===== config.mk =====
export PLATFORM = sky130hd
export DESIGN_NAME = pp_port
export DESIGN_NICKNAME = d
export VERILOG_FILES = /design/src/include/pp_pkg.sv /design/src/core/pp_port.sv
export VERILOG_INCLUDE_DIRS = /design/src /design/src/include
export SDC_FILE = /design/constraint.sdc
export NUM_CORES = 1
export LEC_CHECK = 0
export BUFFER_PORTS_ARGS = -buffer_cell sky130_fd_sc_hd__buf_2
export CORE_MARGIN = 1.5
export CORE_UTILIZATION = 55
export DETAILED_ROUTE_END_ITERATION = 8
export PLACE_DENSITY = 0.77
export SYNTH_ARGS = -nofsm -noshare
export SYNTH_HDL_FRONTEND = slang
export SYNTH_SLANG_ARGS = --single-unit
export TNS_END_PERCENT = 10

===== constraint.sdc =====
create_clock -name clk_in -period 3.31 [get_ports clk_in]
set_input_delay 0.662 -clock clk_in [delete_from_list [all_inputs] [get_ports clk_in]]
set_output_delay 0.662 -clock clk_in [all_outputs]
set_load 0.03 [all_outputs]

===== src/include/pp_cfg.svh =====
/*
 * register offsets, field positions, reset values and timing figures of the parallel port block.
 * assumes inclusion by bare name from the design file; holds definitions only.
 */
`ifndef PP_CFG_SVH
`define PP_CFG_SVH

`define PP_OFS_DATA 3'h0
`define PP_OFS_STATUS 3'h1
`define PP_OFS_CONTROL 3'h2
`define PP_OFS_EPP_ADDR 3'h3
`define PP_OFS_EPP_DATA0 3'h4
`define PP_OFS_EPP_DATA1 3'h5
`define PP_OFS_EPP_DATA2 3'h6
`define PP_OFS_EPP_DATA3 3'h7

`define PP_ST_OVERRUN 0
`define PP_ST_FAULT 3
`define PP_ST_ONLINE 4
`define PP_ST_PAPER 5
`define PP_ST_ACK 6
`define PP_ST_NOT_READY 7

`define PP_CT_STROBE 0
`define PP_CT_LINE_FEED 1
`define PP_CT_INIT 2
`define PP_CT_SELECT 3
`define PP_CT_IRQ_ALLOW 4
`define PP_CT_DIR 5
`define PP_CT_WIDTH 6

`define PP_RST_BYTE 8'h00
`define PP_RST_CTL 6'h00

`define PP_CLK_HZ 10000000
`define PP_TIMEOUT_NS 10000
`define PP_TIMEOUT_CYC ((`PP_TIMEOUT_NS * (`PP_CLK_HZ / 1000000)) / 1000)

`endif


===== src/include/pp_pkg.sv =====
/*
 * types of the parallel port block.
 * assumes nothing beyond a SystemVerilog compiler.
 */
package pp_pkg;
    typedef enum logic [2:0] {
        PP_IDLE,
        PP_PRE_WAIT,
        PP_STROBE,
        PP_DONE,
        PP_HOLD
    } pp_state_e;
endpackage


===== src/core/pp_port.sv =====
/*
 * parallel port: standard, bidirectional and epp 1.9 host-visible registers and handshake.
 * assumes host strobes and peripheral pins are synchronous to clk_in; pads resolve the bus from its enable.
 */
`timescale 1ns/1ns
`include "pp_cfg.svh"

// What this block does
// - data register latches on write, reads pins when direction set in extended mode
// - status read value held during read
// - overrun bit sets on timeout, write-one clears
// - status bits one and two read zero
// - bits three-five reflect fault, online, paper pins
// - bit six ack level, bit seven inverted
// - control bits six, seven fixed zero
// - control bits drive strobe, feed, init, select
// - ack rising edge interrupts when allowed
// - direction bit floats bus only in extended mode; epp cycles obey it unless the strobe bit is set
// - address port runs epp address cycles
// - data port runs epp data cycles
// - offsets five-seven mirror data port; epp only
// - idle epp mode behaves as standard or bidirectional port
// - watchdog aborts slow epp cycle, flags overrun
// - strobe bit forces write direction in cycle
// - direction set turns epp write into read
// - host ready pulled low during epp cycle
// - wait high first: await low before strobing
// - write drives byte, then write indicate with strobe
// - wait release ends strobe, frees host ready
// - read holds ready low until wait released
// - read floats bus, latches byte at strobe end
module pp_port #(
    parameter int TIMEOUT_CYCLES = `PP_TIMEOUT_CYC,
    parameter int BUF_DEPTH = 2
) (
    // clock, reset, enable
    input wire logic clk_in,
    input wire logic rst_n_in,
    input wire logic clk_en_in,
    // mode straps
    input wire logic epp_mode_in,
    input wire logic extended_mode_in,
    // host i/o side
    input wire logic [2:0] host_addr_in,
    input wire logic [7:0] host_bus_in,
    input wire logic host_rd_n_in,
    input wire logic host_wr_n_in,
    output logic [7:0] host_bus_out,
    output logic host_ready_out,
    output logic irq_out,
    // port bus, oe low drives
    input wire logic [7:0] port_bus_in,
    output logic [7:0] port_bus_out,
    output logic port_bus_oe_n_out,
    // printer handshake pins
    output logic strobe_out,
    output logic line_feed_out,
    output logic init_out,
    output logic select_in_out,
    output logic write_indicate_out,
    output logic data_strobe_out,
    output logic addr_strobe_out,
    input wire logic fault_in,
    input wire logic printer_online_in,
    input wire logic paper_out_in,
    input wire logic acknowledge_in,
    input wire logic peripheral_not_ready_in,
    input wire logic peripheral_wait_in
);

    localparam int CW = $clog2(TIMEOUT_CYCLES + 1);
    localparam int PW = (BUF_DEPTH > 1) ? $clog2(BUF_DEPTH) : 1;

    // elaboration stops on sizes the counter or the buffer cannot serve
    if (TIMEOUT_CYCLES < 1 || BUF_DEPTH < 2)
    begin : g_bad_params
        $error("pp_port: unsupported parameter values");
    end

    pp_pkg::pp_state_e state_q;
    logic [7:0] data_q;
    logic [7:0] addr_q;
    logic [7:0] epp_data_q;
    logic [`PP_CT_WIDTH-1:0] ctl_q;
    logic overrun_q;
    logic [7:0] status_hold_q;
    logic rd_n_q;
    logic wr_n_q;
    logic ack_q;
    logic irq_q;
    logic cyc_write_q;
    logic cyc_addr_q;
    logic [7:0] cyc_byte_q;
    logic [CW-1:0] wd_q;
    logic [7:0] host_bus_q;

    // epp read words pass through a small buffer so a slow host read loses none
    logic [7:0] buf_mem [BUF_DEPTH];
    logic [PW:0] buf_cnt_q;
    logic [PW-1:0] buf_wr_q;
    logic [PW-1:0] buf_rd_q;
    logic buf_in_valid;
    logic buf_in_ready;
    logic buf_out_valid;
    logic buf_out_ready;

    function automatic logic is_epp_ofs(input logic [2:0] a);
        is_epp_ofs = (a >= `PP_OFS_EPP_ADDR);
    endfunction

    function automatic logic [PW-1:0] ptr_next(input logic [PW-1:0] p);
        if (p == PW'(BUF_DEPTH - 1))
            ptr_next = '0;
        else
            ptr_next = p + PW'(1);
    endfunction

    logic rd_start;
    logic wr_start;
    logic wr_end;
    logic epp_hit;
    logic rd_active;
    logic dir_in;
    logic in_cycle;
    logic cyc_is_write;
    logic timeout;
    logic [7:0] status_live;

    assign rd_start = !host_rd_n_in && rd_n_q;
    assign wr_start = !host_wr_n_in && wr_n_q;
    assign wr_end = host_wr_n_in && !wr_n_q;
    assign rd_active = !host_rd_n_in;
    assign epp_hit = epp_mode_in && is_epp_ofs(host_addr_in);
    assign in_cycle = (state_q != pp_pkg::PP_IDLE) && (state_q != pp_pkg::PP_HOLD);
    assign dir_in = extended_mode_in && ctl_q[`PP_CT_DIR];
    // direction set makes an attempted write run as a read on the cable
    assign cyc_is_write = (cyc_write_q && !ctl_q[`PP_CT_DIR]) || ctl_q[`PP_CT_STROBE];
    assign timeout = in_cycle && (wd_q == '0);

    assign buf_in_valid = (state_q == pp_pkg::PP_STROBE) && peripheral_wait_in && !cyc_is_write;
    assign buf_in_ready = (buf_cnt_q != (PW+1)'(BUF_DEPTH));
    assign buf_out_valid = (buf_cnt_q != '0);
    assign buf_out_ready = (state_q == pp_pkg::PP_DONE) && !cyc_is_write;

    always_comb
    begin
        status_live = 8'h00;
        status_live[`PP_ST_OVERRUN] = overrun_q;
        status_live[`PP_ST_FAULT] = fault_in;
        status_live[`PP_ST_ONLINE] = printer_online_in;
        status_live[`PP_ST_PAPER] = paper_out_in;
        status_live[`PP_ST_ACK] = acknowledge_in;
        status_live[`PP_ST_NOT_READY] = !peripheral_not_ready_in;
    end

    // host strobe edge tracking
    always_ff @(posedge clk_in or negedge rst_n_in)
    begin
        if (!rst_n_in)
        begin
            rd_n_q <= 1'b1;
            wr_n_q <= 1'b1;
            ack_q <= 1'b0;
        end
        else if (clk_en_in)
        begin
            rd_n_q <= host_rd_n_in;
            wr_n_q <= host_wr_n_in;
            ack_q <= acknowledge_in;
        end
    end

    // host-written registers
    always_ff @(posedge clk_in or negedge rst_n_in)
    begin
        if (!rst_n_in)
        begin
            data_q <= `PP_RST_BYTE;
            ctl_q <= `PP_RST_CTL;
            addr_q <= `PP_RST_BYTE;
            epp_data_q <= `PP_RST_BYTE;
        end
        else if (clk_en_in && wr_end)
        begin
            // latching on the trailing edge mirrors the write strobe's rising edge
            if (host_addr_in == `PP_OFS_DATA)
                data_q <= host_bus_in;
            else if (host_addr_in == `PP_OFS_CONTROL)
                ctl_q <= host_bus_in[`PP_CT_WIDTH-1:0];
            else if (epp_hit && host_addr_in == `PP_OFS_EPP_ADDR)
                addr_q <= host_bus_in;
            else if (epp_hit)
                epp_data_q <= host_bus_in;
        end
        else if (clk_en_in && buf_out_valid && buf_out_ready)
        begin
            if (cyc_addr_q)
                addr_q <= buf_mem[buf_rd_q];
            else
                epp_data_q <= buf_mem[buf_rd_q];
        end
    end

    // overrun flag: set wins over write-one clear
    always_ff @(posedge clk_in or negedge rst_n_in)
    begin
        if (!rst_n_in)
            overrun_q <= 1'b0;
        else if (clk_en_in)
        begin
            if (timeout)
                overrun_q <= 1'b1;
            else if (wr_start && host_addr_in == `PP_OFS_STATUS && host_bus_in[`PP_ST_OVERRUN])
                overrun_q <= 1'b0;
        end
    end

    // interrupt on ack rising edge
    always_ff @(posedge clk_in or negedge rst_n_in)
    begin
        if (!rst_n_in)
            irq_q <= 1'b0;
        else if (clk_en_in)
        begin
            if (!ctl_q[`PP_CT_IRQ_ALLOW])
                irq_q <= 1'b0;
            else if (acknowledge_in && !ack_q)
                irq_q <= 1'b1;
            else if (rd_start && host_addr_in == `PP_OFS_STATUS)
                irq_q <= 1'b0;
        end
    end

    // epp cycle sequencer
    always_ff @(posedge clk_in or negedge rst_n_in)
    begin
        if (!rst_n_in)
        begin
            state_q <= pp_pkg::PP_IDLE;
            cyc_write_q <= 1'b0;
            cyc_addr_q <= 1'b0;
            cyc_byte_q <= `PP_RST_BYTE;
        end
        else if (clk_en_in)
        begin
            case (state_q)
                pp_pkg::PP_IDLE:
                    if (epp_hit && (wr_start || rd_start))
                    begin
                        cyc_write_q <= wr_start;
                        cyc_addr_q <= (host_addr_in == `PP_OFS_EPP_ADDR);
                        cyc_byte_q <= host_bus_in;
                        state_q <= pp_pkg::PP_PRE_WAIT;
                    end
                pp_pkg::PP_PRE_WAIT:
                    if (timeout)
                        state_q <= pp_pkg::PP_HOLD;
                    else if (!peripheral_wait_in)
                        state_q <= pp_pkg::PP_STROBE;
                pp_pkg::PP_STROBE:
                    if (timeout)
                        state_q <= pp_pkg::PP_HOLD;
                    else if (peripheral_wait_in && (cyc_is_write || buf_in_ready))
                        state_q <= pp_pkg::PP_DONE;
                pp_pkg::PP_DONE:
                    state_q <= pp_pkg::PP_HOLD;
                pp_pkg::PP_HOLD:
                    if (host_rd_n_in && host_wr_n_in)
                        state_q <= pp_pkg::PP_IDLE;
                default:
                    state_q <= pp_pkg::PP_IDLE;
            endcase
        end
    end

    // watchdog, reloaded whenever no cycle runs
    always_ff @(posedge clk_in or negedge rst_n_in)
    begin
        if (!rst_n_in)
            wd_q <= CW'(TIMEOUT_CYCLES);
        else if (clk_en_in)
        begin
            if (!in_cycle)
                wd_q <= CW'(TIMEOUT_CYCLES);
            else if (wd_q != '0)
                wd_q <= wd_q - CW'(1);
        end
    end

    // read buffer
    always_ff @(posedge clk_in or negedge rst_n_in)
    begin
        if (!rst_n_in)
        begin
            buf_cnt_q <= '0;
            buf_wr_q <= '0;
            buf_rd_q <= '0;
        end
        else if (clk_en_in)
        begin
            if (buf_in_valid && buf_in_ready)
            begin
                buf_mem[buf_wr_q] <= port_bus_in;
                buf_wr_q <= ptr_next(buf_wr_q);
            end
            if (buf_out_valid && buf_out_ready)
                buf_rd_q <= ptr_next(buf_rd_q);
            buf_cnt_q <= buf_cnt_q + (PW+1)'(buf_in_valid && buf_in_ready)
                - (PW+1)'(buf_out_valid && buf_out_ready);
        end
    end

    // host read data; status frozen for the length of a read
    always_ff @(posedge clk_in or negedge rst_n_in)
    begin
        if (!rst_n_in)
        begin
            status_hold_q <= 8'h00;
            host_bus_q <= 8'h00;
        end
        else if (clk_en_in)
        begin
            if (rd_start)
                status_hold_q <= status_live;
            if (rd_active && !epp_hit)
            begin
                if (host_addr_in == `PP_OFS_DATA)
                    host_bus_q <= dir_in ? port_bus_in : data_q;
                else if (host_addr_in == `PP_OFS_STATUS)
                    host_bus_q <= rd_start ? status_live : status_hold_q;
                else if (host_addr_in == `PP_OFS_CONTROL)
                    host_bus_q <= {2'b00, ctl_q};
                else
                    host_bus_q <= 8'h00;
            end
            else if (state_q == pp_pkg::PP_DONE)
                host_bus_q <= cyc_is_write ? cyc_byte_q : buf_mem[buf_rd_q];
        end
    end

    // pins: idle epp mode falls back to standard or bidirectional port
    always_ff @(posedge clk_in or negedge rst_n_in)
    begin
        if (!rst_n_in)
        begin
            port_bus_out <= 8'h00;
            port_bus_oe_n_out <= 1'b0;
            strobe_out <= 1'b1;
            line_feed_out <= 1'b1;
            init_out <= 1'b0;
            select_in_out <= 1'b1;
            write_indicate_out <= 1'b1;
            data_strobe_out <= 1'b1;
            addr_strobe_out <= 1'b1;
        end
        else if (clk_en_in)
        begin
            strobe_out <= !ctl_q[`PP_CT_STROBE];
            line_feed_out <= !ctl_q[`PP_CT_LINE_FEED];
            init_out <= ctl_q[`PP_CT_INIT];
            select_in_out <= !ctl_q[`PP_CT_SELECT];
            if (in_cycle)
            begin
                port_bus_out <= cyc_byte_q;
                port_bus_oe_n_out <= !cyc_is_write;
                // write indicate only moves once wait is low
                if (state_q == pp_pkg::PP_STROBE)
                    write_indicate_out <= !cyc_is_write;
                data_strobe_out <= !((state_q == pp_pkg::PP_STROBE) && !cyc_addr_q);
                addr_strobe_out <= !((state_q == pp_pkg::PP_STROBE) && cyc_addr_q);
            end
            else
            begin
                port_bus_out <= data_q;
                port_bus_oe_n_out <= dir_in;
                write_indicate_out <= 1'b1;
                data_strobe_out <= 1'b1;
                addr_strobe_out <= 1'b1;
            end
        end
    end

    // ready drops the moment an epp access is seen, before the sequencer registers it
    assign host_ready_out = !(in_cycle || (epp_hit && (wr_start || rd_start)));
    assign host_bus_out = host_bus_q;
    assign irq_out = irq_q;

endmodule // pp_port


; ---- After elaboration in Yosys (flattened, before gate mapping)
; Memory sizes are Yosys's and may differ from the RTL's.
; Cells that the tools add are included.
[totals]
regBits = 75
ram_bits = 16
input_bits = 32
out_inout_bits = 26
mem_count = 1
[classes]
n_addsub = 5
magnitude_cmp = 1
eq_ne = 16
mux = 33
bitwise = 1
reduce_logical = 63
[mem_list]
columns = name, depth, word_bits, read_ports, rd_clocked_by_memory_dff, wr, line_no
row1 = buf_mem, 2, 8, 1, 0, 1, pp_port.sv:98  ; logic [7:0] buf_mem [BUF_DEPTH];
[op_table]
columns = op, count
row1 = two-way mux 8 bit, 8
row2 = logical AND 1 bit, 25
row3 = two-way mux 3 bit, 6
row4 = AND reduction 2 bit, 8
row5 = zero test 1 bit, 15
row6 = two-way mux 1 bit, 15
row7 = case mux 3 bit (5 select lines), 1
row8 = two-way mux 7 bit, 2
row9 = "equality test 3 x 2 -> 1 bit, second input constant", 4
row10 = "inequality test 3 bit, second input constant", 3
row11 = zero test 7 bit, 1
row12 = nonzero test 7 bit, 1
row13 = "subtractor 7 x 1 -> 7 bit, second input constant", 1
row14 = "equality test 3 x 1 -> 1 bit, second input constant", 2
row15 = zero test 3 bit, 2
row16 = two-way mux 6 bit, 1
row17 = "inequality test 2 bit, second input constant", 3
row18 = AND reduction 3 bit, 2
row19 = nonzero test 2 bit, 3
row20 = AND reduction 5 bit, 1
row21 = logical OR 1 bit, 4
row22 = "inequality test 2 x 1 -> 1 bit, second input constant", 2
row23 = "equality test 3 bit, second input constant", 1
row24 = ">= comparator 3 x 2 -> 1 bit, second input constant", 1
row25 = 6 further kinds, 7

; ---- Logic depth before layout (Yosys ltp)
[logic_depth]
word_depth = 10
mapped_depth = 11

; ---- Least setup slack after synthesis
; No wires, ideal clock.
[synth_timing]
kind = register to register
startpoint = reg state_q[2]
endpoint = reg buf_cnt_q[0]
setup_ns = 0.125
arrival_time_ns = 2.006
t_required_ns = 3.185
slack_ns = 1.179
path_stages_with_launch = 9
path_buffers = 1
period_less_slack_ns = 2.131
cell_sequence = dfrtp_1 buf_2 or3_4 nor3_1 inv_1 ha_1 inv_1 ha_1 mux2_2
[synth_between]
elab_chain_cells = 6
word_cells_on_any_way = 9
[synth_lines]
columns = element, line_no
row1 = start: declaration, pp_port.sv:80  ; pp_pkg::pp_state_e state_q;
row2 = start signal: assignment, pp_port.sv:239  ; state_q <= pp_pkg::PP_IDLE;
row3 = start signal: assignment, pp_port.sv:253  ; state_q <= pp_pkg::PP_PRE_WAIT;
row4 = start signal: assignment, pp_port.sv:257  ; state_q <= pp_pkg::PP_HOLD;
row5 = equality test 3 x 2 -> 1 bit, pp_port.sv:140  ; assign buf_in_valid = (state_q == pp_pkg::PP_STROBE) && peripheral_wait_in && !cyc_is_write;
row6 = logical AND 1 bit (2 in a row), pp_port.sv:140
row7 = logical AND 1 bit, pp_port.sv:308  ; buf_cnt_q <= buf_cnt_q + (PW+1)'(buf_in_valid && buf_in_ready)
row8 = adder 2 x 1 -> 2 bit, pp_port.sv:308
row9 = subtractor 2 x 1 -> 2 bit *, pp_port.sv:309  ; - (PW+1)'(buf_out_valid && buf_out_ready);
row10 = end signal: assignment, pp_port.sv:308
row11 = end: declaration, pp_port.sv:99  ; logic [PW:0] buf_cnt_q;
; Mark *: on every way between the ends. The rest lies on a longest branch, timed or not.
; A chain may end at the register's enable or synchronous reset.

; ---- Final worst setup path
[layout_timing]
startpoint = reg rd_n_q
endpoint = out host_ready_out
[layout_between]
elab_chain_cells = 5
[layout_lines]
columns = element, line_no
row1 = start: declaration, pp_port.sv:87  ; logic rd_n_q;
row2 = start signal: assignment, pp_port.sv:167  ; rd_n_q <= host_rd_n_in;
row3 = logical AND 1 bit, pp_port.sv:129  ; assign rd_start = !host_rd_n_in && rd_n_q;
row4 = logical OR 1 bit, pp_port.sv:384  ; assign host_ready_out = !(in_cycle || (epp_hit && (wr_start || rd_start)));
row5 = logical AND 1 bit, pp_port.sv:384
row6 = logical OR 1 bit, pp_port.sv:384
row7 = zero test 1 bit, pp_port.sv:384
row8 = end: declaration, pp_port.sv:49  ; output logic host_ready_out,
; Every way passes these cells.

==> flow_metrics.env <==
export IMPL_slew_headroom=0.3676
export IMPL_peakVddDrop_v=0.0003121
export IMPL_worstSetupEndpointType="output port"
export IMPL_worst_slack_ns=0.8060
export IMPL_yosysSeqAreaShare=0.5460
export IMPL_finalSetupViolCount=0
export IMPL_cts_root_buf="clkbuf_8"
export IMPL_dpl_cell_area_um2=4691
export IMPL_crit_path_max_fanout=11
export IMPL_grt_pass1_vias=3123
export IMPL_worstPathRequired_ns=2.65
export IMPL_ys_warnings_count=0
export IMPL_grtUsageTotal=0.2467
export IMPL_ys_seq_elements=91
export IMPL_ctsResizeCount=0
export IMPL_fp_row_count=32
export IMPL_cp_start_kind="flop"
export IMPL_chipWidth_um=91.86
export IMPL_max_clock_freq_ghz=0.3994
export IMPL_hold_viol=0
export IMPL_hold_class="flop to flop"
export IMPL_arrival_ns=1.84
export IMPL_max_cap_violations=0
export IMPL_yosys_top_cells_area="dfrtp_1 (37%), edfxtp_1 (11%), mux2_2 (8.3%)"
export IMPL_cts_clk_slew_worst_paths_ns=0.09
export IMPL_clock_sinks=91
export IMPL_antenna_found_initial=0
export IMPL_drive_above_1_share=0.2774
export IMPL_ys_types=50
export IMPL_via_per_inst=5.707
export IMPL_die_area_um2=8438
export IMPL_synth_edf_count=16
export IMPL_worst_clock_skew_ns=0.01177
export IMPL_yosysTopAreaCellShare=0.3688
export IMPL_syn2layout_area_growth_pct=12.76
export IMPL_firstDrtPassIters=4
export IMPL_diodes=0
export IMPL_cts_made_buffers=9
export IMPL_post_cts_setup_buffer_count=0
export IMPL_fin_nets=496
export IMPL_netlist_area_um2=4343
export IMPL_fin_crit_sh=0.7565
export IMPL_syn_area_per_cell_um2=10.57
export IMPL_rrSetupSlack_ns=0.96
export IMPL_grt_ovfl_total=0
export IMPL_fillers=616
export IMPL_postSynth_asyncResetShare=0.8242
export IMPL_wl_per_cell_um=16.98
export IMPL_rsz0062_at_grt="no"
export IMPL_ant_nets=0
export IMPL_synth_nets=447
export IMPL_seq_area_um2=2371
export IMPL_post_route_min_period_ns=2.504
export IMPL_start_util=0.5649
export IMPL_htree_num_levels=3
export IMPL_status="finished, final reports clean"
export IMPL_met1_usage=0.3647
export IMPL_fin_setup_tns_ns=0
export IMPL_grtUsageMet2=0.3759
export IMPL_drt_initial_drc_count=267
export IMPL_netlist_instances=411
export IMPL_powerDensity_nw_per_um2=802.5
export IMPL_multi_input_area_um2=1818
export IMPL_gp_congestion=0.8557
export IMPL_tightest_slew_ns=0.9486
export IMPL_clk_latency_ns=0.36
export IMPL_busiest_layer="met2"
export IMPL_portBuffers=57
export IMPL_holdBufCountCts=0
export IMPL_dp_hpwl_mm=6.975
export IMPL_grt_use_met3=0.03234
export IMPL_pre_cts_ws_ns=0.6733
export IMPL_io_pins=58
export IMPL_die_h_um=91.86
export IMPL_ctsLongestPathBuffers=2
export IMPL_fin_area_um2=4897
export IMPL_grt_max_degree=76
export IMPL_core_area_um2=7687
export IMPL_netlist_top_cells_count="dfrtp_1 (64), nand2_1 (62), nor2_1 (34), mux2_2 (32), a31oi_1 (25)"
export IMPL_drcViolationCount=0
export IMPL_tritoncts="built"
export IMPL_synth_main_ff_cell="dfrtp_1"
export IMPL_grt_pass1_wl_mm=16.09
export IMPL_synth_top_area_cell="dfrtp_1"
export IMPL_routed_wl_mm=9.628
export IMPL_power_leakage_nw=2.156
export IMPL_vias=3236
export IMPL_path_class="flop to output port"
export IMPL_slew_viol_final=0
export IMPL_yosysMostFrequentCell="dfrtp_1"
## final timing paths
check,start,to,cells past startpoint
setup / recovery,rd_n_q,host_ready_out,4
hold / removal,wd_q[5],wd_q[5],2
setup reg to reg,state_q[1],buf_cnt_q[1],10
hold reg to reg,wd_q[5],wd_q[5],2
max in group asynchronous,rst_n_in,cyc_byte_q[0],2
min in group asynchronous,rst_n_in,wd_q[1],2
## cells by family after synthesis
group | share of synthesized area
and+or+nand+nor | 0.1507
buffers and inverters | 0.03543
AOI/OAI and AO/OA | 0.1239
muxes | 0.1245
xor gates and xnor gates | 0.008068
DFF | 0.5460
adders and majority gates | 0.01152
## final cells by class
type	instances	share of cell area
inverter	13	0.009964
timing repair buffer	62	0.06643
tap	102	0.02606
clock inverter	4	0.005876
clock buffer	12	0.03628
sequential	91	0.4842
multi-input combinational	283	0.3712
## power by group
group          leakage [nW]  switching (mW)  internal (mW)
Combinational          1.01           0.841          0.546
Sequential             1.05           0.298           1.48
Clock                0.0993           0.399          0.366
Total                  2.16            1.54           2.39
## routing by layer
layer  vias up  wire, um
met1      1556      4554
met3        11       562
met2       109      4366
met4         0       145
li1       1560         -
met5         -         0
## flip-flops by register name, indices dropped and copies added (netlist names), 2 cells and up
signal / flops
wd_q: 7
status_hold_q: 8
cyc_byte_q: 8
port_bus_out: 8
state_q: 3
buf_mem: 16
buf_cnt_q: 2
data_q: 8
ctl_q: 6
host_bus_out: 8
## cells in the final DEF, fill, tap and decap left out, types with 2 or more instances in the layout
cell,count
a21oi_1,12
edfxtp_1,16
and2_1,3
clkbuf_16,2
mux2i_1,18
nor3b_1,2
o211ai_1,6
nand4b_1,2
o22ai_1,6
clkinvlp_4,2
dfstp_2,11
nor3_1,4
nand2_1,62
o21ai_0,22
nor2_1,34
buf_2,56
inv_1,12
nor2b_1,8
a31oi_1,25
a21o_1,2
buf_4,6
o31ai_1,4
clkbuf_8,9
xnor2_1,3
nand3b_1,3
nand3_1,5
ha_1,4
dfrtp_1,64
mux2_2,32
or2_2,3
nand2b_1,4
## worst max-delay path, stage by stage (launching register included)
cell      delay [ns]
dfstp_2         0.54
nand2b_1        0.30
a211oi_2        0.36
nor2_1          0.09
buf_2           0.19
## stage by stage
stage	power, mW	hold WS, ns	cells	util
after floorplan	2.771	0.3664	411	-
after global placement	3.136	0.4616	551	0.6102
after detailed placement	3.179	0.4689	551	0.6102
after CTS	3.939	0.4823	567	0.6370
after global routing	4.164	0.5032	567	0.6370
final	3.930	0.4817	567	0.6370
No activity file was read; power rests on OpenSTA's default activity.
